--- config.mk ---
export PLATFORM = sky130hd
export DESIGN_NAME = dp_hdmi_stream_converter
export DESIGN_NICKNAME = d
export VERILOG_FILES = /design/src/shared/dphdmi_pkg.sv /design/src/rtl/dp_hdmi_stream_converter.sv
export VERILOG_INCLUDE_DIRS = /design/src /design/src/shared
export SDC_FILE = /design/constraint.sdc
export NUM_CORES = 1
export LEC_CHECK = 0
export BUFFER_PORTS_ARGS = -buffer_cell sky130_fd_sc_hd__buf_4
export CAP_MARGIN = 20
export CORE_ASPECT_RATIO = 1.75
export CORE_UTILIZATION = 45
export DETAILED_ROUTE_END_ITERATION = 12
export PLACE_DENSITY = 0.65
export RECOVER_POWER = 25
export SLEW_MARGIN = 20
export SYNTH_ARGS = -nofsm -noshare
export SYNTH_HDL_FRONTEND = slang
export SYNTH_SLANG_ARGS = --single-unit
--- constraint.sdc ---
create_clock -name sys_clk -period 9.15 [get_ports sys_clk]
set_input_delay 0.915 -clock sys_clk [delete_from_list [all_inputs] [get_ports sys_clk]]
set_output_delay 0.915 -clock sys_clk [all_outputs]
set_load 0.1 [all_outputs]
--- src/shared/dphdmi_defines.svh ---
// Purpose: offsets, field positions, reset values and timing counts
// Assumes: 100 MHz sys_clk, Avalon word addressing
// Notes:   included by bare name
`ifndef DPHDMI_DEFINES_SVH
`define DPHDMI_DEFINES_SVH
`define CLK_MHZ        100
`define CLK_PERIOD_NS  10
// register word addresses
`define REG_CTRL       4'h0
`define REG_LANEMAP    4'h1
`define REG_STEREO     4'h2
`define REG_STATUS     4'h3
`define REG_EVENT      4'h4
`define REG_LINKCNT    4'h5
`define REG_PKTCNT     4'h6
// control fields
`define CTRL_EN        0
`define CTRL_HDMI      1
`define CTRL_TMAN      2
`define CTRL_IRQ       3
`define CTRL_YCC       6
`define CTRL_S422      7
`define CTRL_RESET     16'h0000
`define LANEMAP_RESET  16'he4e4
// timing
`define HPD_PULSE_US   750
`define HPD_IRQ_MAX_US 1000
`define HPD_LOSS_US    2000
`define AUX_BIT_NS     1000
`define AUX_BIT_CYC    (`AUX_BIT_NS / `CLK_PERIOD_NS)
`define LINK_WIN_CYC   1024
`define LINK_MIN       16'h0040
`define LINK_MAX       16'h0100
`define TERM_CAL_CYC   64
`define TERM_MID       4'h8
// link bring-up: last step index per mode
`define DP_LAST_STEP   3'h4
`define HDMI_LAST_STEP 3'h7
// island coding
`define BCH_POLY       8'h83
`define BCH_DATA_BITS  5'h18
`define PT_ACR         8'h01
`define PT_GCP         8'h03
`define PT_AVI         8'h82
`endif

--- src/shared/dphdmi_pkg.sv ---
// Purpose: carrier types of the converter
// Assumes: nothing
// Notes:   constants live in dphdmi_defines.svh
package dphdmi_pkg;
    typedef struct packed {
        logic        de;
        logic        hs;
        logic        vs;
        logic [15:0] r;
        logic [15:0] g;
        logic [15:0] b;
    } vid_t;
    typedef struct packed {
        logic       valid;
        logic       hdr;
        logic [3:0] d1;
        logic [3:0] d2;
    } isl_t;
    typedef struct packed {
        logic        valid;
        logic        layout8;
        logic [2:0]  ch;
        logic [31:0] data;
    } aud_t;
    typedef struct packed {
        logic       valid;
        logic [7:0] ptype;
    } pkt_t;
    typedef struct packed {
        logic [9:0] ch2;
        logic [9:0] ch1;
        logic [9:0] ch0;
    } tmds_t;
    typedef enum logic [1:0] {ST_OFF, ST_TRAIN, ST_RUN} rx_state_t;
endpackage

--- src/rtl/dp_hdmi_stream_converter.sv ---
// Purpose: receive bring-up, hot-plug, lane map, termination, stereo map,
//          HDMI TMDS/TERC4 formatter with BCH on island headers
// Assumes: video, island, audio and packet inputs share sys_clk
`timescale 1ns/1ps
`include "dphdmi_defines.svh"
module dp_hdmi_stream_converter #(
    parameter logic [17:0] HPD_PULSE_CYC   = 18'(`HPD_PULSE_US * `CLK_MHZ),
    parameter logic [17:0] HPD_IRQ_MAX_CYC = 18'(`HPD_IRQ_MAX_US * `CLK_MHZ),
    parameter logic [17:0] HPD_LOSS_CYC    = 18'(`HPD_LOSS_US * `CLK_MHZ)
) (
    input  logic              sys_clk,
    input  logic              nrst,
    input  logic [3:0]        avs_address,
    input  logic              avs_read,
    input  logic              avs_write,
    input  logic [31:0]       avs_writedata,
    input  logic [3:0]        avs_byteenable,
    output logic [31:0]       avs_readdata,
    output logic              avs_waitrequest,
    input  logic              link_clk,
    input  logic              hpd_in,
    input  logic [7:0]        rx_step_ok,
    input  logic [3:0]        rx_lane_lock,
    input  logic              term_cal_hi,
    input  dphdmi_pkg::vid_t  vid_in,
    input  dphdmi_pkg::isl_t  isl_in,
    input  dphdmi_pkg::aud_t  aud_in,
    input  dphdmi_pkg::pkt_t  pkt_in,
    output logic              hpd_out,
    output logic              aux_req,
    output logic [1:0]        aux_kind,
    output logic              aux_tick,
    output logic [2:0]        rx_step,
    output logic [7:0]        lane_sel,
    output logic [3:0]        term_code,
    output logic              vid_ready,
    output dphdmi_pkg::tmds_t tmds,
    output dphdmi_pkg::aud_t  aud_out,
    output logic              vsif_3d_valid,
    output logic [3:0]        vsif_3d_struct
);

////////////////////////////////////////////////////////////////////////
// helpers

    // tmds word: returns {new disparity, code}
    function automatic logic [14:0] tmds_enc(input logic [7:0] d,
                                             input logic [4:0] c);
        logic [8:0] m;
        logic [3:0] n1;
        logic [4:0] df;
        logic [4:0] cn;
        logic [9:0] q;
        logic       x;
        n1 = 4'h0;
        for (int i = 0; i < 8; i++) n1 = n1 + {3'h0, d[i]};
        x = (n1 > 4'h4) || (n1 == 4'h4 && !d[0]);
        m[0] = d[0];
        for (int i = 1; i < 8; i++) m[i] = x ^ m[i-1] ^ d[i];
        m[8] = ~x;
        n1 = 4'h0;
        for (int i = 0; i < 8; i++) n1 = n1 + {3'h0, m[i]};
        df = {n1, 1'b0} - 5'h08;
        if (c == 5'h00 || df == 5'h00) begin
            q  = {~m[8], m[8], m[8] ? m[7:0] : ~m[7:0]};
            cn = m[8] ? c + df : c - df;
        end else if (c[4] == df[4]) begin
            q  = {1'b1, m[8], ~m[7:0]};
            cn = c + {3'h0, m[8], 1'b0} - df;
        end else begin
            q  = {1'b0, m[8], m[7:0]};
            cn = c - {3'h0, ~m[8], 1'b0} + df;
        end
        return {cn, q};
    endfunction

    // terc4 nibble to 10-bit symbol
    function automatic logic [9:0] terc4(input logic [3:0] n);
        case (n)
            4'h0: return 10'h29c;
            4'h1: return 10'h263;
            4'h2: return 10'h2e4;
            4'h3: return 10'h2e2;
            4'h4: return 10'h171;
            4'h5: return 10'h11e;
            4'h6: return 10'h18e;
            4'h7: return 10'h13c;
            4'h8: return 10'h2cc;
            4'h9: return 10'h139;
            4'ha: return 10'h19c;
            4'hb: return 10'h2c6;
            4'hc: return 10'h28e;
            4'hd: return 10'h271;
            4'he: return 10'h163;
            default: return 10'h2c3;
        endcase
    endfunction

    // control token from {vs, hs}
    function automatic logic [9:0] ctl_tok(input logic [1:0] s);
        case (s)
            2'h0: return 10'h354;
            2'h1: return 10'h0ab;
            2'h2: return 10'h154;
            default: return 10'h2ab;
        endcase
    endfunction

    // stereo code to {valid, hdmi 3d structure}
    function automatic logic [4:0] map3d(input logic [7:0] c);
        case (c)
            8'h01, 8'h11, 8'h21, 8'h02: return 5'h10;
            8'h03, 8'h13:               return 5'h12;
            8'h04, 8'h14:               return 5'h13;
            default:                    return 5'h00;
        endcase
    endfunction

////////////////////////////////////////////////////////////////////////
// pin synchronisers

    logic [14:0] s1_q;
    logic [14:0] s2_q;
    logic [1:0]  prev_q;

    // two flops for link_clk, hpd_in, term_cal_hi, rx_lane_lock and rx_step_ok
    always_ff @(posedge sys_clk) begin
        s1_q <= {link_clk, hpd_in, term_cal_hi, rx_lane_lock, rx_step_ok};
        s2_q <= s1_q;
        prev_q <= s2_q[14:13];
    end

    wire [7:0] step_ok_s = s2_q[7:0];
    wire [3:0] lock_s    = s2_q[11:8];
    wire       cal_hi_s  = s2_q[12];
    wire       hpd_s     = s2_q[13];
    wire       lclk_s    = s2_q[14];
    wire       lclk_rise = lclk_s & ~prev_q[1];
    wire       hpd_rise  = hpd_s & ~prev_q[0];

////////////////////////////////////////////////////////////////////////
// avalon slave

    logic        wait_q;
    logic [31:0] rdata_q;
    logic [15:0] ctrl_q;
    logic [15:0] lanemap_q;
    logic [7:0]  stereo_q;
    logic [1:0]  evt_q;

    wire        req  = avs_read | avs_write;
    wire        acc  = req & ~wait_q;
    wire        wr   = avs_write & acc;
    wire [31:0] wm   = {{8{avs_byteenable[3]}}, {8{avs_byteenable[2]}},
                        {8{avs_byteenable[1]}}, {8{avs_byteenable[0]}}};
    wire [31:0] wval = avs_writedata & wm;
    wire        wr_ctrl = wr && avs_address == `REG_CTRL;
    wire        wr_lmap = wr && avs_address == `REG_LANEMAP;
    wire        wr_ster = wr && avs_address == `REG_STEREO;
    wire        wr_evt  = wr && avs_address == `REG_EVENT;
    wire [15:0] ctrl_d  = ((ctrl_q & ~wm[15:0]) | wval[15:0]) & 16'hfff7;
    wire [15:0] lmap_d  = (lanemap_q & ~wm[15:0]) | wval[15:0];
    wire [7:0]  ster_d  = (stereo_q & ~wm[7:0]) | wval[7:0];
    wire        irq_wr  = wr_ctrl & wval[`CTRL_IRQ];

    // control fields
    wire       rx_en    = ctrl_q[`CTRL_EN];
    wire       hdmi     = ctrl_q[`CTRL_HDMI];
    wire       t_man    = ctrl_q[`CTRL_TMAN];
    wire [1:0] rep      = ctrl_q[5:4];
    wire [3:0] t_val    = ctrl_q[11:8];
    wire       fmt_err  = ctrl_q[`CTRL_S422] & ~ctrl_q[`CTRL_YCC];

    logic [31:0] rd_mux;
    logic [31:0] status_w;
    logic [15:0] linkcnt_q;
    logic [31:0] pktcnt_q;

    // one wait cycle, then data and write take effect
    always_ff @(posedge sys_clk) begin
        if (!nrst) begin
            wait_q    <= 1'b1;
            rdata_q   <= 32'h0;
            ctrl_q    <= `CTRL_RESET;
            lanemap_q <= `LANEMAP_RESET;
            stereo_q  <= 8'h00;
        end else begin
            wait_q <= ~(req & wait_q);
            if (req & wait_q) rdata_q <= rd_mux;
            if (wr_ctrl) ctrl_q <= ctrl_d;
            if (wr_lmap) lanemap_q <= lmap_d;
            if (wr_ster) stereo_q <= ster_d;
        end
    end

    assign rd_mux = (avs_address == `REG_CTRL)    ? {16'h0, ctrl_q} :
                    (avs_address == `REG_LANEMAP) ? {16'h0, lanemap_q} :
                    (avs_address == `REG_STEREO)  ? {15'h0, vsif_3d_valid,
                                                     4'h0, vsif_3d_struct,
                                                     stereo_q} :
                    (avs_address == `REG_STATUS)  ? status_w :
                    (avs_address == `REG_EVENT)   ? {30'h0, evt_q} :
                    (avs_address == `REG_LINKCNT) ? {16'h0, linkcnt_q} :
                    (avs_address == `REG_PKTCNT)  ? pktcnt_q : 32'h0;

    assign avs_waitrequest = wait_q;
    assign avs_readdata    = rdata_q;

////////////////////////////////////////////////////////////////////////
// receive bring-up

    dphdmi_pkg::rx_state_t st_q;
    logic [2:0] step_q;

    wire [2:0] last    = hdmi ? `HDMI_LAST_STEP : `DP_LAST_STEP;
    wire [7:0] need    = 8'((9'h2 << last) - 9'h1);
    wire       all_ok  = (step_ok_s & need) == need;
    wire       ready   = st_q == dphdmi_pkg::ST_RUN;

    // each step waits for the previous one, in mode order
    always_ff @(posedge sys_clk) begin
        if (!nrst) begin
            st_q   <= dphdmi_pkg::ST_OFF;
            step_q <= 3'h0;
        end else begin
            case (st_q)
                dphdmi_pkg::ST_OFF: begin
                    step_q <= 3'h0;
                    if (rx_en) st_q <= dphdmi_pkg::ST_TRAIN;
                end
                dphdmi_pkg::ST_TRAIN: begin
                    if (!rx_en) begin
                        st_q <= dphdmi_pkg::ST_OFF;
                    end else if (step_ok_s[step_q]) begin
                        if (step_q == last) st_q <= dphdmi_pkg::ST_RUN;
                        else step_q <= step_q + 3'h1;
                    end
                end
                dphdmi_pkg::ST_RUN: begin
                    if (!rx_en) begin
                        st_q <= dphdmi_pkg::ST_OFF;
                    end else if (!all_ok) begin
                        st_q   <= dphdmi_pkg::ST_TRAIN;
                        step_q <= 3'h0;
                    end
                end
                default: st_q <= dphdmi_pkg::ST_OFF;
            endcase
        end
    end

////////////////////////////////////////////////////////////////////////
// hot-plug out, hot-plug in, aux

    logic [17:0] pulse_q;
    logic [17:0] low_q;
    logic        present_q;
    logic [6:0]  auxdiv_q;

    wire sink_irq  = hpd_rise && present_q && low_q < HPD_IRQ_MAX_CYC;
    wire sink_loss = present_q && !hpd_s && low_q >= HPD_LOSS_CYC;

    always_ff @(posedge sys_clk) begin
        if (!nrst) begin
            pulse_q   <= 18'h0;
            hpd_out   <= 1'b0;
            low_q     <= 18'h0;
            present_q <= 1'b0;
            evt_q     <= 2'h0;
            aux_req   <= 1'b0;
            aux_kind  <= 2'h0;
            auxdiv_q  <= 7'h0;
            aux_tick  <= 1'b0;
        end else begin
            if (irq_wr && ready && pulse_q == 18'h0) pulse_q <= HPD_PULSE_CYC;
            else if (pulse_q != 18'h0) pulse_q <= pulse_q - 18'h1;
            hpd_out <= ready && pulse_q == 18'h0;
            if (hpd_s) low_q <= 18'h0;
            else if (low_q != 18'h3ffff) low_q <= low_q + 18'h1;
            if (hpd_s) present_q <= 1'b1;
            else if (sink_loss) present_q <= 1'b0;
            // set wins over a clear in the same cycle
            evt_q <= (evt_q & ~({2{wr_evt}} & wval[1:0])) |
                     {sink_loss, sink_irq};
            aux_req  <= sink_irq;
            aux_kind <= ctrl_q[13:12];
            if (auxdiv_q == 7'(`AUX_BIT_CYC - 1)) auxdiv_q <= 7'h0;
            else auxdiv_q <= auxdiv_q + 7'h1;
            aux_tick <= auxdiv_q == 7'h0;
        end
    end

////////////////////////////////////////////////////////////////////////
// link clock measure, lane map, termination

    logic [9:0]  win_q;
    logic [15:0] edges_q;
    logic        link_ok_q;
    logic [5:0]  cal_q;

    wire [7:0] map = hdmi ? lanemap_q[15:8] : lanemap_q[7:0];
    wire [3:0] lock_log;
    wire [15:0] edges_w = edges_q + {15'h0, lclk_rise}; // wrap cycle counts too

    // logical lane i reads the physical lane that the map names
    for (genvar i = 0; i < 4; i++) begin : g_lane
        assign lock_log[i] = lock_s[map[2*i+1 -: 2]];
    end

    always_ff @(posedge sys_clk) begin
        if (!nrst) begin
            win_q     <= 10'h0;
            edges_q   <= 16'h0;
            linkcnt_q <= 16'h0;
            link_ok_q <= 1'b0;
            lane_sel  <= 8'(`LANEMAP_RESET);
            cal_q     <= 6'h0;
            term_code <= `TERM_MID;
        end else begin
            win_q <= win_q + 10'h1;
            if (win_q == 10'(`LINK_WIN_CYC - 1)) begin
                edges_q   <= 16'h0;
                linkcnt_q <= edges_w;
                link_ok_q <= edges_w >= `LINK_MIN && edges_w <= `LINK_MAX;
            end else if (lclk_rise && edges_q != 16'hffff) begin
                edges_q <= edges_q + 16'h1;
            end
            lane_sel <= map;
            cal_q <= cal_q + 6'h1;
            if (t_man) begin
                term_code <= t_val;
            end else if (cal_q == 6'(`TERM_CAL_CYC - 1)) begin
                // step toward one fifth of the reference resistor
                if (cal_hi_s && term_code != 4'h0) term_code <= term_code - 4'h1;
                else if (!cal_hi_s && term_code != 4'hf)
                    term_code <= term_code + 4'h1;
            end
        end
    end

    assign rx_step = step_q;

    wire mute  = hdmi & (~link_ok_q | ~ready);
    wire vmute = mute | fmt_err;

    assign status_w = {16'h0, step_q, term_code, lock_log, ready,
                       fmt_err, mute, present_q, hpd_out};

////////////////////////////////////////////////////////////////////////
// packets, audio, stereo

    wire aud_ok = aud_in.valid & (aud_in.layout8 | aud_in.ch <= 3'h1);
    wire [4:0] s3d = map3d(stereo_q); // {valid, structure}

    always_ff @(posedge sys_clk) begin
        if (!nrst) begin
            pktcnt_q       <= 32'h0;
            aud_out        <= '0;
            vsif_3d_valid  <= 1'b0;
            vsif_3d_struct <= 4'h0;
        end else begin
            if (pkt_in.valid && hdmi) begin
                if (pkt_in.ptype == `PT_GCP) pktcnt_q[7:0] <= pktcnt_q[7:0] + 8'h1;
                if (pkt_in.ptype == `PT_ACR) pktcnt_q[15:8] <= pktcnt_q[15:8] + 8'h1;
                if (pkt_in.ptype == `PT_AVI)
                    pktcnt_q[23:16] <= pktcnt_q[23:16] + 8'h1;
            end
            if (aud_ok && !mute) pktcnt_q[31:24] <= pktcnt_q[31:24] + 8'h1;
            aud_out       <= aud_in;
            aud_out.valid <= aud_ok & ~mute;
            vsif_3d_valid  <= s3d[4];
            vsif_3d_struct <= s3d[3:0];
        end
    end

////////////////////////////////////////////////////////////////////////
// formatter: pixel repeat, tmds, terc4, bch

    dphdmi_pkg::vid_t pix_q;
    dphdmi_pkg::isl_t isl_q;
    logic [1:0]  rcnt_q;
    logic [7:0]  ecc_q;
    logic [4:0]  hbit_q;
    logic [4:0]  disp_q [3];

    wire [1:0] rcnt_d = (rcnt_q == 2'h0) ? rep : rcnt_q - 2'h1;
    wire       vid_de = pix_q.de & ~vmute;
    wire       isl_on = isl_q.valid & ~mute & ~vid_de;
    wire       in_hdr = hbit_q < `BCH_DATA_BITS;
    wire       hdr_tx = in_hdr ? isl_q.hdr : ecc_q[0];
    wire       fb     = isl_q.hdr ^ ecc_q[0];
    wire [7:0] lane_d [3];
    wire [3:0] nib    [3];
    wire [9:0] code_d [3];
    wire [14:0] enc   [3];

    assign lane_d[0] = pix_q.b[15:8];
    assign lane_d[1] = pix_q.g[15:8];
    assign lane_d[2] = pix_q.r[15:8];
    assign nib[0]    = {1'b1, hdr_tx, pix_q.vs, pix_q.hs};
    assign nib[1]    = isl_q.d1;
    assign nib[2]    = isl_q.d2;

    // per-lane symbol choice and disparity
    for (genvar i = 0; i < 3; i++) begin : g_tmds
        assign enc[i]    = tmds_enc(lane_d[i], disp_q[i]);
        assign code_d[i] = vid_de ? enc[i][9:0] :
                           isl_on ? terc4(nib[i]) :
                           ctl_tok(i == 0 ? {pix_q.vs, pix_q.hs} : 2'h0);
        always_ff @(posedge sys_clk) begin
            if (!nrst) disp_q[i] <= 5'h0;
            else if (vid_de) disp_q[i] <= enc[i][14:10];
            else disp_q[i] <= 5'h0;
        end
    end

    // pixel held for the repeat count, then the next is taken
    always_ff @(posedge sys_clk) begin
        if (!nrst) begin
            pix_q     <= '0;
            isl_q     <= '0;
            rcnt_q    <= 2'h0;
            vid_ready <= 1'b0;
            ecc_q     <= 8'h0;
            hbit_q    <= 5'h0;
            tmds      <= '0;
        end else begin
            if (rcnt_q == 2'h0) pix_q <= vid_in;
            rcnt_q    <= rcnt_d;
            vid_ready <= rcnt_d == 2'h0;
            isl_q     <= isl_in;
            if (isl_on) begin
                hbit_q <= hbit_q + 5'h1;
                if (!in_hdr) ecc_q <= {1'b0, ecc_q[7:1]};
                else ecc_q <= {1'b0, ecc_q[7:1]} ^ (fb ? `BCH_POLY : 8'h00);
                if (hbit_q == 5'h1f) ecc_q <= 8'h0;
            end
            tmds <= {code_d[2], code_d[1], code_d[0]};
        end
    end

endmodule

==> summary.txt <==
Floorplan
  • Overall die width: between 150 and 200 µm
  • Die area: 0.04620 mm²
  • FP Rows: between 100 and 150
  • IO Pins: roughly 290
  • Initial cell density of the core: between 40 and 50%
  • Core Footprint: around 0.044 mm²
  • Die H: ~280 µm

Logic synthesis
  • Distinct cell type count after synthesis: 95
  • Syn Area/Cell: ~9 µm²
  • Seq/Total Area, Yosys: slightly above 40%
  • Most used flip-flop cell after synthesis: dfxtp_1
  • FF+latch count, synth: slightly above 400
  • Syn. warnings: 0
  • Post-synth EDFFs: 15
  • Async set-reset flop share out of synthesis: 0%
  • Gate Count Post-Synth: between 2000 and 2500
  • Synth Cell Area: 0.02039 mm²

STA
  • Slew Viols, Final: ~160
  • Slew margin rel.: -108.5%
  • Fmax achieved: approximately 0.12 GHz
  • Endpoints failing hold: 0
  • RSZ-0062 raised after global routing: false
  • Final setup viols: 0
  • Least-Margin Pin Slew: 3.128 ns
  • Final Critical Period: about 8.3 ns
  • Clk_skew: ~0.014 ns
  • Tcrit/Tclk final: 90.45%
  • Setup TNS: 0 ns

Worst setup path
  • Flop2flop setup slack: 0.87 ns
  • Max incr delay on CP: 0.57 ns
  • CP max stage cell: fa_1
  • Crit path kind: register to register
  • R2R depth: 25
  • CP endpoint: tmds[7]$_SDFF_PN0_
  • CP max FO: 9
  • Critical Path Source: lane_d[16]$_SDFFE_PN0P_
  • Worst path most repeated cell: fa_1
  • Crit start category: register
  • R2R Path Start: lane_d[16]$_SDFFE_PN0P_
  • Reg2reg end: tmds[7]$_SDFF_PN0_
  • CP arrival: roughly 8.7 ns
  • CP endpoint kind: register
  • Crit path required time: 9.57 ns

Pwr
  • P_leak: 9.934 nW
  • Maximum vdd drop: roughly 380 µV
  • Power Density: slightly above 400 mW/mm²

Clocking
  • TritonCTS Sinks: about 400
  • CTS Buf Count: 40
  • Clock Tree Root: clkbuf_16
  • Longest Clk Path Bufs: 3
  • Clk pin slew, worst setup/hold paths: roughly 0.060 ns
  • CTS hold repair buffers: 0
  • Worst-Skew Late Latency: ~0.54 ns
  • Post_cts resized: 0
  • H-tree Lvls: 2
  • CTS tree: yes
  • Setup bufs post-CTS: 0

Detailed routing
  • DR pass1 iterations: 7
  • DR WL/cell: 17.71 µm
  • DR vias: roughly 17000
  • 1st-iter DRT viols: approximately 730
  • Overall routed net length: about 55 mm
  • Post-route DRC violation count: 0
  • Routed vias/inst: roughly 5.4
  • Antenna-violating nets left: 0

Finish
  • Final core occ: a little over half
  • Proportion of layout cells with a drive suffix above 1: about 15%
  • Final nets: ~2800
  • Fill cells: about 4200
  • Layout area overhead: 17.75%
  • Non-Filler Instances: 3079
  • Diode count: 0

Run status
  • Status: finished with violations
  • Failing checks: capacitance limit, slew limit

Global routing
  • GRT overflow: 0
  • Initial antenna violation count: 2
  • Vias in the first global route: 16860
  • Total global-route track usage: about a quarter
  • First-pass GRT wire length: slightly below 90 mm
  • Largest net degree at the start of global routing: 88

Place
  • GPL Wtd Cong: 0.9138
  • IO Port Bufs: between 200 and 250
  • Placed Cells: ~3000
  • Detailed placement HPWL: about 41 mm

Job
  • Max-cap violations: 3

Hold path
  • Worst Hold Class: register to register
==> final cells by class <==
cell class / instances / area (µm²) / area share [%]
multi-input cells: 1639 / 11280 / 46.99
flip-flops and latches: 403 / 8218 / 34.23
repair buffers: 257 / 1922 / 8.005
clock buffers: 59 / 1226 / 5.108
well taps: 572 / 715.7 / 2.981
inverters: 134 / 506.7 / 2.111
clock inverters: 15 / 137.6 / 0.5733
==> cells by family (layout without fill, tap and decap cells) <==
family	after synthesis	in the layout	synth area share, %
AO/OA/AOI/OAI	447	447	14.13
XOR/XNOR	196	196	9.144
buffers and inverters	243	465	4.689
adder cells (fa/ha/maj)	134	134	9.659
multiplexers	75	75	3.909
AND/OR/NAND/NOR	773	773	18.12
other	2	14	0.03683
flip-flops	403	403	40.31
==> placed cells by master, fill, tap and decap left out, types with 17 or more instances in the layout <==
cell type	n
dfxtp_1	388
nor2_1	246
buf_4	240
nand2_1	203
a21oi_1	138
inv_1	131
xnor2_1	108
o21ai_0	91
ha_1	91
xor2_1	75
mux2i_1	67
nand3_1	54
nor3_1	53
a211oi_1	46
clkbuf_16	43
fa_1	40
and2_1	29
and2_0	27
nand4_1	26
a22oi_1	24
and3_1	19
nor2b_1	17
nor4_1	17
==> how the worst min path moves through the flow <==
stage                          from         endpoint  slack [ns]  cells past startpoint
detailed placement  s1_q[2]$_DFF_P_  s2_q[2]$_DFF_P_        0.31                      0
finish              s1_q[6]$_DFF_P_  s2_q[6]$_DFF_P_        0.32                      0
floorplan           s1_q[0]$_DFF_P_  s2_q[0]$_DFF_P_        0.31                      0
global route        s1_q[8]$_DFF_P_  s2_q[8]$_DFF_P_        0.34                      0
global placement    s1_q[6]$_DFF_P_  s2_q[6]$_DFF_P_        0.31                      0
CTS                 s1_q[7]$_DFF_P_  s2_q[7]$_DFF_P_        0.33                      0
==> power by group <==
part           internal, mW  switching [mW]  leakage, nW
clock network         0.968           0.718        0.665
registers              1.94           0.106         3.34
logic                  2.53            3.48         5.93
==> through the flow <==
stage / total power [mW] / hold slack [ns] / instance area (µm²) / worst slack, ns
after floorplan: 6.939 / 0.3096 / 20430 / 1.515
after global placement: 7.866 / 0.3127 / 22650 / 0.9958
after detailed placement: 8.087 / 0.3121 / 22650 / 0.8253
after CTS: 9.821 / 0.3262 / 24010 / 0.8141
after global routing: 10.57 / 0.3389 / 24010 / 0.4222
final: 9.742 / 0.3248 / 24010 / 0.8739
==> per-layer routing <==
layer | GRT usage, % | vias up | share of wire [%]
met5 | 0 | - | 0.037
met4 | 12.59 | 4 | 5.5
met3 | 4.414 | 141 | 4.9
met2 | 45.17 | 398 | 54
met1 | 23.57 | 7906 | 36
li1 | - | 8195 | -
==> synth_stat cells, types with 5 or more instances <==
master    instances  area [µm²]
xnor2_2           6       97.59
buf_2            15       75.07
buf_1             7       26.28
nand2b_1         15       93.84
or2_2             7       43.79
nand2_1         203       762.0
nor3b_1           9       67.56
edfxtp_1         15       450.4
o22ai_1          16       100.1
nor3_1           54       270.3
a22oi_1          24       180.2
and2_1           55       344.1
nand3_1          54       270.3
a21oi_1         138       690.7
or3_1            12       75.07
a31oi_1           8       50.05
o211ai_1         12       90.09
nor2_1          247       927.1
nand4_1          26       162.7
a21o_1           11       82.58
xnor2_1         108       945.9
nor2b_1          17       106.4
mux2i_1          68       680.7
dfxtp_1         388        7767
ha_1             91        1139
a22o_1            9       78.83
xnor3_1           5       112.6
fa_1             40       800.8
and4_1            7       61.31
o21bai_1          6       45.04
a211oi_1         46       345.3
xor2_1           75       656.9
and3_1           19       118.9
o31ai_1           7       52.55
clkbuf_1         82       307.8
inv_1           131       491.7
a32oi_1           5       43.79
a221oi_1          9       78.83
o221ai_1          6       52.55
o21a_1            8       60.06
o21ai_0          92       460.4
nor4_1           17       106.4
nand3b_1         10       75.07
==> worst max-delay path, delay by kind of cell, from the launching register on <==
family                   cells  cell delay [ns]
AO/OA/AOI/OAI                5             1.38
XOR/XNOR                     1             0.25
adder cells (fa/ha/maj)     11             4.67
buffers and inverters        4             0.36
flip-flops                   1             0.49
multiplexers                 1             0.41
AND/OR/NAND/NOR              3             0.59
(Power assumes the default switching activity.)
